### config.mk
export PLATFORM = sky130hd
export DESIGN_NAME = dhpb_bank
export DESIGN_NICKNAME = d
export VERILOG_FILES = /design/src/dhpb_pkg.sv /design/src/dhpb_bank.sv /design/src/dhpb_checksum.sv /design/src/dhpb_mode_encode.sv
export VERILOG_INCLUDE_DIRS = /design/src /design/src/src
export SDC_FILE = /design/constraint.sdc
export NUM_CORES = 1
export LEC_CHECK = 0
export BUFFER_PORTS_ARGS = -buffer_cell sky130_fd_sc_hd__buf_2
export CORE_UTILIZATION = 39
export CTS_CLUSTER_DIAMETER = 100
export DETAILED_ROUTE_END_ITERATION = 10
export HOLD_SLACK_MARGIN = 0.15
export PLACE_DENSITY = 0.62
export SLEW_MARGIN = 0
export SYNTH_ARGS = -nofsm -noshare
export SYNTH_HDL_FRONTEND = slang
export SYNTH_SLANG_ARGS = --single-unit
### constraint.sdc
create_clock -name clock -period 3.8 [get_ports clock]
set_clock_uncertainty 0.15 [all_clocks]
set_input_delay 0.38 -clock clock [delete_from_list [all_inputs] [get_ports clock]]
set_output_delay 0.38 -clock clock [all_outputs]
set_load 0.01 [all_outputs]
### src/dhpb_map.svh
// Offsets, field values, reset values and encodings of the homing parameter bank.
`ifndef DHPB_MAP_SVH
`define DHPB_MAP_SVH

`define DHPB_IDX_CHECKSUM 16'h8BD2
`define DHPB_IDX_MODE_SEL 16'h8BD3
`define DHPB_IDX_IN_ONE 16'h8BD6
`define DHPB_IDX_IN_TWO 16'h8BD7
`define DHPB_IDX_IN_THREE 16'h8BD8
`define DHPB_IDX_HOMING_CW 16'h0093
`define DHPB_IDX_LIMIT_EN 16'h8BF0

`define DHPB_MODE_RESET 4'h1
`define DHPB_MODE_MAX 4'h7
`define DHPB_MODE_LIMIT 4'h2
`define DHPB_MODE_STOP 4'h7
`define DHPB_CW_RESET 16'h0084
`define DHPB_LIMIT_RESET 2'h0
`define DHPB_CP_WRITE_MIN 3'h2
`define DHPB_CP_WRITE_MAX 3'h4
`define DHPB_CP_LOCK 3'h4

`define DHPB_CW_SET_REF 8'hE0
`define DHPB_CW_SWITCH 8'h84
`define DHPB_CW_NO_ZERO 8'hC4
`define DHPB_CW_NEXT_ZERO 8'hA0
`define DHPB_MASK_WIDE 8'hF8
`define DHPB_MASK_NARROW 8'hFE

`endif

### src/dhpb_pkg.sv
// Types shared by the homing parameter bank modules.
package dhpb_pkg;

    typedef logic [3:0] dhpb_mode_t;

    typedef struct packed {
        logic valid;
        logic write;
        logic [15:0] index;
        logic [15:0] data;
    } dhpb_svc_req_s;

    typedef struct packed {
        logic ack;
        logic error;
        logic [15:0] data;
    } dhpb_svc_rsp_s;

    typedef enum {HOME_IDLE, HOME_RUN, HOME_SEEK, HOME_REVERSE} dhpb_home_state_e;

endpackage

### src/dhpb_bank.sv
// Homing parameter bank: service channel registers and homing sequencer.
`timescale 1ns/1ps
`include "dhpb_map.svh"
module dhpb_bank (
    input wire logic clock,
    input wire logic reset,
    input wire dhpb_pkg::dhpb_svc_req_s svcReq,
    output dhpb_pkg::dhpb_svc_rsp_s svcRsp,
    input wire logic [2:0] commPhase,
    input wire dhpb_pkg::dhpb_mode_t savedSerialHoming,
    input wire logic backupWordValid,
    input wire logic [15:0] backupWord,
    input wire logic backupDone,
    input wire logic backupOk,
    input wire logic inputLevelOne,
    input wire logic inputLevelTwo,
    input wire logic inputLevelThree,
    input wire logic driveHomingCommand,
    input wire logic followingErrorHigh,
    input wire logic zeroMark,
    input wire logic homingFinished,
    output dhpb_pkg::dhpb_mode_t serialHomingSetting,
    output logic serialHomingStrobe,
    output dhpb_pkg::dhpb_mode_t homingModeUsed,
    output logic [15:0] homingControlWord,
    output logic [1:0] limitSwitchEnable,
    output logic homingActive,
    output logic torqueLimitEngage,
    output logic driveReverse,
    output logic homingFault
);

    ////////////////////////////////////////////////////////////////////////////
    // Declarations.

    dhpb_pkg::dhpb_mode_t modeSel_reg;
    dhpb_pkg::dhpb_mode_t modeSel_next;
    dhpb_pkg::dhpb_mode_t modeUsed_reg;
    dhpb_pkg::dhpb_mode_t modeUsed_next;
    logic [15:0] cw_reg;
    logic [15:0] cw_next;
    logic [1:0] limit_reg;
    logic [1:0] limit_next;
    logic loadPending_reg;
    logic loadPending_next;
    dhpb_pkg::dhpb_svc_rsp_s rsp_reg;
    dhpb_pkg::dhpb_svc_rsp_s rsp_next;
    dhpb_pkg::dhpb_home_state_e state_reg;
    dhpb_pkg::dhpb_home_state_e state_next;
    dhpb_pkg::dhpb_mode_t serial_reg;
    dhpb_pkg::dhpb_mode_t serial_next;
    logic strobe_reg;
    logic strobe_next;
    logic fault_reg;
    logic fault_next;
    logic [15:0] checksum;
    logic [7:0] encWord;
    logic encKnown;
    logic phaseOk;
    logic selWrite;
    logic cwWrite;
    logic limWrite;

    ////////////////////////////////////////////////////////////////////////////
    // Helpers.

    // True while the communication phase allows parameter writes.
    function automatic logic writablePhase(input logic [2:0] phase);
        writablePhase = (phase >= `DHPB_CP_WRITE_MIN) && (phase <= `DHPB_CP_WRITE_MAX);
    endfunction

    // Recovers the homing mode from a control word, or keeps the current one.
    function automatic dhpb_pkg::dhpb_mode_t modeFromWord(input logic [7:0] w,
                                                          input dhpb_pkg::dhpb_mode_t keep);
        modeFromWord = keep;
        if ((w & `DHPB_MASK_WIDE) == `DHPB_CW_SET_REF) begin
            modeFromWord = 4'h0;
        end else if ((w & `DHPB_MASK_WIDE) == `DHPB_CW_NEXT_ZERO) begin
            modeFromWord = 4'h5;
        end else if ((w & `DHPB_MASK_NARROW) == `DHPB_CW_SWITCH) begin
            modeFromWord = 4'h1;
        end else if ((w & `DHPB_MASK_NARROW) == `DHPB_CW_NO_ZERO) begin
            modeFromWord = 4'h3;
        end
    endfunction

    ////////////////////////////////////////////////////////////////////////////
    // Sub-blocks.

    dhpb_checksum #(.WIDTH(16)) checksumUnit (
        .clock(clock),
        .reset(reset),
        .wordValid(backupWordValid),
        .word(backupWord),
        .backupDone(backupDone),
        .backupOk(backupOk),
        .checksum(checksum)
    );

    dhpb_mode_encode encoder (
        .mode(svcReq.data[3:0]),
        .oldWord(cw_reg[7:0]),
        .newWord(encWord),
        .known(encKnown)
    );

    ////////////////////////////////////////////////////////////////////////////
    // Service channel decode.

    // Accepted writes; a selector write needs an in-range value.
    assign phaseOk = writablePhase(commPhase);
    assign selWrite = svcReq.valid && svcReq.write && phaseOk
                      && (svcReq.index == `DHPB_IDX_MODE_SEL)
                      && (svcReq.data <= 16'(`DHPB_MODE_MAX));
    assign cwWrite = svcReq.valid && svcReq.write && phaseOk
                     && (svcReq.index == `DHPB_IDX_HOMING_CW);
    assign limWrite = svcReq.valid && svcReq.write && phaseOk
                      && (commPhase != `DHPB_CP_LOCK)
                      && (svcReq.index == `DHPB_IDX_LIMIT_EN);

    ////////////////////////////////////////////////////////////////////////////
    // Parameter registers.

    // Selector, mode in use, control word and limit-switch enables.
    always_comb begin
        modeSel_next = modeSel_reg;
        modeUsed_next = modeUsed_reg;
        cw_next = cw_reg;
        limit_next = limit_reg;
        loadPending_next = 1'b0;
        if (loadPending_reg) begin
            if (savedSerialHoming <= `DHPB_MODE_MAX) begin
                modeSel_next = savedSerialHoming;
                modeUsed_next = savedSerialHoming;
            end
        end else if (selWrite) begin
            modeSel_next = svcReq.data[3:0];
            modeUsed_next = svcReq.data[3:0];
            if (encKnown) begin
                cw_next = {cw_reg[15:8], encWord};
            end
        end else if (cwWrite) begin
            cw_next = svcReq.data;
            modeUsed_next = modeFromWord(svcReq.data[7:0], modeUsed_reg);
        end
        if (limWrite) begin
            limit_next = svcReq.data[1:0];
        end
    end

    // Answer to each read or write request, one cycle after the request.
    always_comb begin
        rsp_next = '0;
        if (svcReq.valid) begin
            rsp_next.ack = 1'b1;
            if (svcReq.write) begin
                rsp_next.error = !(selWrite || cwWrite || limWrite);
            end else begin
                case (svcReq.index)
                    `DHPB_IDX_CHECKSUM: rsp_next.data = checksum;
                    `DHPB_IDX_MODE_SEL: rsp_next.data = {12'h000, modeSel_reg};
                    `DHPB_IDX_IN_ONE: rsp_next.data = {15'h0000, inputLevelOne};
                    `DHPB_IDX_IN_TWO: rsp_next.data = {15'h0000, inputLevelTwo};
                    `DHPB_IDX_IN_THREE: rsp_next.data = {15'h0000, inputLevelThree};
                    `DHPB_IDX_HOMING_CW: rsp_next.data = cw_reg;
                    `DHPB_IDX_LIMIT_EN: rsp_next.data = {14'h0000, limit_reg};
                    default: rsp_next.error = 1'b1;
                endcase
            end
        end
    end

    ////////////////////////////////////////////////////////////////////////////
    // Homing sequencer.

    // Starts a homing run with the mode in use and follows its phases.
    always_comb begin
        state_next = state_reg;
        serial_next = serial_reg;
        strobe_next = 1'b0;
        fault_next = fault_reg;
        case (state_reg)
            dhpb_pkg::HOME_IDLE: begin
                if (driveHomingCommand) begin
                    serial_next = modeUsed_reg;
                    strobe_next = 1'b1;
                    fault_next = 1'b0;
                    if (modeUsed_reg == `DHPB_MODE_STOP) begin
                        state_next = dhpb_pkg::HOME_SEEK;
                    end else if (modeUsed_reg == `DHPB_MODE_LIMIT && limit_reg == 2'h0) begin
                        fault_next = 1'b1; // No stop input enabled
                    end else begin
                        state_next = dhpb_pkg::HOME_RUN;
                    end
                end
            end
            dhpb_pkg::HOME_RUN: begin
                if (homingFinished) begin
                    state_next = dhpb_pkg::HOME_IDLE;
                end
            end
            dhpb_pkg::HOME_SEEK: begin
                if (followingErrorHigh) begin
                    state_next = dhpb_pkg::HOME_REVERSE; // Blocked at the stop
                end
            end
            dhpb_pkg::HOME_REVERSE: begin
                if (zeroMark) begin
                    state_next = dhpb_pkg::HOME_IDLE;
                end
            end
            default: begin
                state_next = dhpb_pkg::HOME_IDLE;
            end
        endcase
    end

    ////////////////////////////////////////////////////////////////////////////
    // State registers.

    // Reset values; the selector is refilled from the saved setting next, if that setting is in range.
    always_ff @(posedge clock or posedge reset) begin
        if (reset) begin
            modeSel_reg <= `DHPB_MODE_RESET;
            modeUsed_reg <= `DHPB_MODE_RESET;
            cw_reg <= `DHPB_CW_RESET;
            limit_reg <= `DHPB_LIMIT_RESET;
            loadPending_reg <= 1'b1;
            rsp_reg <= '0;
            state_reg <= dhpb_pkg::HOME_IDLE;
            serial_reg <= `DHPB_MODE_RESET;
            strobe_reg <= 1'b0;
            fault_reg <= 1'b0;
        end else begin
            modeSel_reg <= modeSel_next;
            modeUsed_reg <= modeUsed_next;
            cw_reg <= cw_next;
            limit_reg <= limit_next;
            loadPending_reg <= loadPending_next;
            rsp_reg <= rsp_next;
            state_reg <= state_next;
            serial_reg <= serial_next;
            strobe_reg <= strobe_next;
            fault_reg <= fault_next;
        end
    end

    ////////////////////////////////////////////////////////////////////////////
    // Outputs.

    assign svcRsp = rsp_reg;
    assign serialHomingSetting = serial_reg;
    assign serialHomingStrobe = strobe_reg;
    assign homingModeUsed = modeUsed_reg;
    assign homingControlWord = cw_reg;
    assign limitSwitchEnable = limit_reg;
    assign homingActive = (state_reg != dhpb_pkg::HOME_IDLE);
    assign torqueLimitEngage = (state_reg == dhpb_pkg::HOME_SEEK)
                               || (state_reg == dhpb_pkg::HOME_REVERSE);
    assign driveReverse = (state_reg == dhpb_pkg::HOME_REVERSE);
    assign homingFault = fault_reg;
endmodule

### src/dhpb_checksum.sv
// Running checksum of backed-up words, published only on a good backup.
`timescale 1ns/1ps
module dhpb_checksum #(
    parameter int WIDTH = 16
) (
    input wire logic clock,
    input wire logic reset,
    input wire logic wordValid,
    input wire logic [WIDTH-1:0] word,
    input wire logic backupDone,
    input wire logic backupOk,
    output logic [WIDTH-1:0] checksum
);

    logic [WIDTH-1:0] sum_reg;
    logic [WIDTH-1:0] sum_next;
    logic [WIDTH-1:0] checksum_reg;
    logic [WIDTH-1:0] checksum_next;

    // Accumulate during the backup; publish only a successful result.
    always_comb begin
        sum_next = sum_reg;
        checksum_next = checksum_reg;
        if (backupDone) begin
            sum_next = '0;
            if (backupOk) begin
                checksum_next = sum_reg;
            end
        end else if (wordValid) begin
            sum_next = sum_reg + word;
        end
    end

    // State registers.
    always_ff @(posedge clock or posedge reset) begin
        if (reset) begin
            sum_reg <= '0;
            checksum_reg <= '0;
        end else begin
            sum_reg <= sum_next;
            checksum_reg <= checksum_next;
        end
    end

    assign checksum = checksum_reg;
endmodule

### src/dhpb_mode_encode.sv
// Maps a homing mode onto bits 7-0 of the homing control word.
`timescale 1ns/1ps
`include "dhpb_map.svh"
module dhpb_mode_encode (
    input wire dhpb_pkg::dhpb_mode_t mode,
    input wire logic [7:0] oldWord,
    output logic [7:0] newWord,
    output logic known
);

    // Fixed pattern bits are forced, the free low bits keep the old word.
    always_comb begin
        newWord = oldWord;
        known = 1'b1;
        case (mode)
            4'h0, 4'h6: begin
                newWord = (oldWord & ~`DHPB_MASK_WIDE) | `DHPB_CW_SET_REF;
            end
            4'h1, 4'h2, 4'h7: begin
                newWord = (oldWord & ~`DHPB_MASK_NARROW) | `DHPB_CW_SWITCH;
            end
            4'h3, 4'h4: begin
                newWord = (oldWord & ~`DHPB_MASK_NARROW) | `DHPB_CW_NO_ZERO;
            end
            4'h5: begin
                newWord = (oldWord & ~`DHPB_MASK_WIDE) | `DHPB_CW_NEXT_ZERO;
            end
            default: begin
                known = 1'b0; // Modes 8 to 15 carry no pattern
            end
        endcase
    end

endmodule

After elaboration in Yosys (flattened, before gate mapping) --
Index checks and enable logic that the tools add are counted. W data, S select, Z words.
Word-level totals: register bits 115, bits of input ports 69, output and inout port bits 49, word-level logic and storage cells 128
Cells by class: add/sub/neg operators 1, magnitude comparators 4, eq/ne operators 37, muxes and demuxes 33, bitwise gates (word level) 2, reduce and logical (&&, ||, !) cells 35
Operators with widths (count):
- $mux W32 | 6
- $pmux W32 S4 | 1
- $pmux W16 S7 | 1
- $eq A16 B16 Y1 const B | 6
- $mux W16 | 5
- $eq A32 B2 Y1 const B | 2
- $eq A32 B3 Y1 const B | 2
- $mux W4 | 10
- $eq A32 B1 Y1 const B | 1
- $logic_not A32 Y1 | 1
- $pmux W8 S4 | 1
- $reduce_bool A32 Y1 | 1
- $eq A4 B3 Y1 const B | 5
- $mux W18 | 1
- $add A16 B16 Y16 | 1
- $eq A16 B8 Y1 const B | 1
- $le A16 B3 Y1 const B | 1
- $eq A7 B7 Y1 const B | 2
- $ne A2 B2 Y1 const B | 7
- $eq A4 B2 Y1 const B | 3
- $eq A5 B5 Y1 const B | 2
- $logic_and A1 B1 Y1 | 9
- $mux W8 | 1
- $reduce_or A8 Y1 | 1
- 25 further kinds | 41

Logic depth before layout (Yosys ltp) --
word-level depth 10, gate-level depth with buffers 8, depth with buffers taken out 8

Cells and area by module --
From an unflattened synthesis, not the netlist that was laid out.
Unflattened totals: cell total of the unflattened synthesis 459, area, all modules 4775.8 um^2
Modules (own cells, without submodules):
- dhpb_bank | times used 1, cells an instance 249, area each 2678.8 um^2, seq. area each 1333.8 um^2
- dhpb_checksum | times used 1, cells an instance 189, area each 1958.1 um^2, seq. area each 800.8 um^2
- dhpb_mode_encode | times used 1, cells an instance 21, area each 138.9 um^2, seq. area each 0.0 um^2

Worst setup path before layout --
OpenSTA, ideal clock, no wires.
path type input to register, start point input port svcReq[19] (netlist name), end point register cw_reg[3] (netlist: homingControlWord[3]), library setup time 0.128 ns, data arrival time 2.382 ns, required time 3.522 ns, setup slack 1.141 ns, stages on the path 6, buffers on the path 1, cell sequence or3b_1 -> or3b_1 -> buf_6 -> or4_4 -> a21oi_4 -> mux2_1
Between the ends: cells in the longest elaborated chain, start to end 5, elaborated cells between the ends (all ways) 10, those cells by class 4 x eq/ne; 1 x mux; 5 x reduce/logical
Ends and longest elaborated chain:
- start: declaration | RTL line dhpb_bank.sv:7 | input wire dhpb_pkg::dhpb_svc_req_s svcReq,
- $eq A16 B16 Y1
- $logic_and A1 B1 Y1 (2 in a row) | RTL line dhpb_bank.sv:112 | assign selWrite = svcReq.valid && svcReq.write && phaseOk
- $ne A5 B1 Y1 (no source line), or another cell as far along
- $reduce_and A4 Y1 (no source line)
- end signal: assignment | RTL line dhpb_bank.sv:226 | cw_reg <= `DHPB_CW_RESET;
- end signal: assignment | RTL line dhpb_bank.sv:237 | cw_reg <= cw_next;
- end: declaration | RTL line dhpb_bank.sv:40 | logic [15:0] cw_reg;
Parallel ways exist; a longest one is shown, timed or not. The select of a mux whose other input is x is not followed. A chain may end at the register's enable or synchronous reset.

Final worst setup path --
start point register checksumUnit.sum_reg[0], end point register checksumUnit.sum_reg[12]
Between the ends: cells in the longest elaborated chain, start to end 3
Ends and longest elaborated chain:
- start: declaration | RTL line dhpb_checksum.sv:15 | logic [WIDTH-1:0] sum_reg;
- start signal: assignment | RTL line dhpb_checksum.sv:40 | sum_reg <= sum_next;
- $add A16 B16 Y16 | RTL line dhpb_checksum.sv:30 | sum_next = sum_reg + word;
- $mux W16 | RTL line dhpb_checksum.sv:29 | end else if (wordValid) begin
- $mux W16 | RTL line dhpb_checksum.sv:24 | if (backupDone) begin
Every way passes these cells. The select of a mux whose other input is x is not followed.

==> flow_metrics.env <==
export IMPL_hp_class="input pin to flop"
export IMPL_drt_wirelength_per_cell_um=16.8
export IMPL_antenna_found_initial=0
export IMPL_layout_common_cells="buf_2, dfrtp_1, nor2_1, nand2_1, mux2_2"
export IMPL_die_h_um=110
export IMPL_synth_edff_count=0
export IMPL_wirelength_um=11500
export IMPL_ys_seq_area_share_pct=47.3
export IMPL_grt_usage_pct=19.8
export IMPL_timing_rr_start="checksumUnit.sum_reg[0]$_DFFE_PP0P_"
export IMPL_async_reset_ff_share_pct=100
export IMPL_totalNegativeSetupSlack_ns=0
export IMPL_remaining_drc_errors=0
export IMPL_placed_cells=661
export IMPL_slew_viol_final=0
export IMPL_vias=3722
export IMPL_ant_nets=0
export IMPL_status="finished clean"
export IMPL_placementRows=38
export IMPL_core_area_sq_mm=0.0111
export IMPL_vdd_drop_max_mv=0.261
export IMPL_overflow=0
export IMPL_cts_tree="done"
export IMPL_cp_start_kind="flop"
export IMPL_grt_max_degree=54
export IMPL_die_x_um=110
export IMPL_synth_nets=499
export IMPL_multi_input_area_sq_mm=0.00231
export IMPL_htreeDepth=3
export IMPL_synth_main_ff_cell="dfrtp_1"
export IMPL_max_freq_mhz=353
export IMPL_synth_area_top_cells="dfrtp_1, mux2_2, ha_1, nor2_1, dfstp_2"
export IMPL_syn2layout_area_growth_pct=23.9
export IMPL_critPathKind="flop to flop"
export IMPL_synthesis_instances=414
export IMPL_fin_crit_sh_pct=74.5
export IMPL_min_period_ns=2.83
export IMPL_cts_root_buffer="clkbuf_16"
export IMPL_power_density_mw_per_mm2=427
export IMPL_layout_nets=624
export IMPL_p_leak_nw=2.73
export IMPL_max_slew_margin_pct=39.0
export IMPL_rsz0062_at_grt="no"
export IMPL_vias_per_cell=5.44
export IMPL_synth_area_sq_mm=0.00452
export IMPL_final_layout_size_suffix_gt1_share_pct=33.8
export IMPL_grt_pass1_wl_um=18000
export IMPL_synth_seq_cells=85
export IMPL_worst_pin_slew_ns=0.914
export IMPL_crit_path_end_kind="flop"
export IMPL_synth_top_cell_by_area="dfrtp_1"
export IMPL_final_common_cell="buf_2"
export IMPL_regArea_sq_mm=0.00213
export IMPL_synth_cell_types=67
export IMPL_gp_congestion=0.854
export IMPL_hp_start="svcReq[15]"
export IMPL_start_util_pct=40.8
export IMPL_cts_sink_count=85
export IMPL_yosysWarnings=0
export IMPL_drv_cap=0
export IMPL_dieArea_sq_mm=0.0120
export IMPL_clkTransAtPathRegs_ns=0.06
export IMPL_syn_area_per_cell_sq_um=10.9
export IMPL_port_buffers=117
export IMPL_hold_viol_final=0
export IMPL_fillers=1030
export IMPL_clk_latency_ns=0.34
export IMPL_crit_fanout=3
export IMPL_antenna_cells=0
export IMPL_first_iter_violations=194
export IMPL_grt_pass1_vias=3605
export IMPL_io_pins=118
export IMPL_drt_first_pass_iters=5
export IMPL_cts_buffers=9
export IMPL_hpwl_um=8950
export IMPL_setup_viol=0
export IMPL_largest_reg_flops=18
export IMPL_required_ns=3.84
export IMPL_synth_top_area_share_pct=43.8
export IMPL_layoutNonFillerInstCount=684
export IMPL_cp_startpoint="checksumUnit.sum_reg[0]$_DFFE_PP0P_"
export IMPL_critPathArrivalTime_ns=2.87
export IMPL_clk_path_buf_depth=2
export IMPL_cts_setup_buffers=0
## synth_stat cells (7+ instances only)
cell / instances
nor2_1: 44
mux2_4: 9
mux2_2: 23
o21ai_0: 10
mux2i_1: 7
nand3_1: 9
dfrtp_1: 79
ha_1: 15
a22oi_1: 13
nor3_1: 8
nor2b_1: 7
xnor2_1: 7
a21o_1: 7
nand2_1: 25
clkbuf_1: 12
a21oi_1: 18
## worst paths after layout
kind	cells past startpoint	to	slack (ns)
setup / recovery	8	checksumUnit.sum_reg[12]$_DFFE_PP0P_	0.97
hold / removal	2	homingControlWord[15]$_DFFE_PP0P_	0.15
setup reg to reg	8	checksumUnit.sum_reg[12]$_DFFE_PP0P_	0.97
hold reg to reg	2	homingControlWord[2]$_DFFE_PP1P_	0.35
max in group asynchronous	4	homingControlWord[2]$_DFFE_PP1P_	2.06
min in group asynchronous	3	homingControlWord[12]$_DFFE_PP0P_	0.62
## layout make-up
class                   instances  area share [%]
clock buffers                  12            4.22
clock inverters                 4           0.447
multi-input cells             309            41.3
inverters                       5           0.358
repair buffers                129            12.4
flip-flops and latches         85            38.1
well taps                     140            3.13
## stage by stage
stage | cell area [sq um] | power [mW] | hold slack (ns) | setup slack [ns] | util (%)
finish | 5600 | 2.39 | 0.152 | 0.971 | 50.5
global route | 5600 | 2.52 | 0.154 | 0.746 | 50.5
CTS | 5600 | 2.41 | 0.151 | 1.02 | 50.5
detailed placement | 5270 | 1.63 | 0.340 | 0.864 | 47.5
global placement | 5270 | 1.61 | 0.334 | 0.927 | 47.5
floorplan | 4520 | 1.45 | 0.261 | 1.09 | -
## worst max-delay path, stage by stage, from the launching register on
cell and delay, ns:
dfrtp_1 0.40, ha_1 0.22, fa_1 0.43, a211oi_1 0.35, o21ai_0 0.22, a2111oi_0 0.53
nor3_1 0.15, nand3_1 0.11, o221ai_1 0.11
## cells by family after synthesis
logic type,count (synthesis),synth area share (%)
AND/OR/NAND/NOR,138,16.3
buffers and inverters,20,1.83
flip-flops,85,47.3
multiplexers,45,11.8
adder cells (fa/ha/maj),16,4.60
XOR/XNOR,10,1.94
AO/OA/AOI/OAI,99,16.2
other,1,0.0830
## power by group
part           leakage, nW  internal [mW]  total, mW  switching [mW]
logic                 1.49          0.249      0.513           0.264
clock network        0.123          0.441      0.777           0.336
registers             1.12           1.01       1.10          0.0875
## per-layer routing
metal | routed length, um | global-route usage [%] | up-vias | share of wire, %
li1 | - | - | 1796 | -
met2 | 5740 | 33.8 | 95 | 50
met1 | 5120 | 25.3 | 1813 | 44
met4 | 231 | 8.00 | 0 | 2.0
met3 | 418 | 2.85 | 18 | 3.6
met5 | 0 | 0 | - | 0
## what timing repair did
item | CTS | global route
hold endpoints to repair | 55 | 0
hold buffers | 7 | 0
resized for setup | 0 | 0
(Power assumes the default switching activity.)
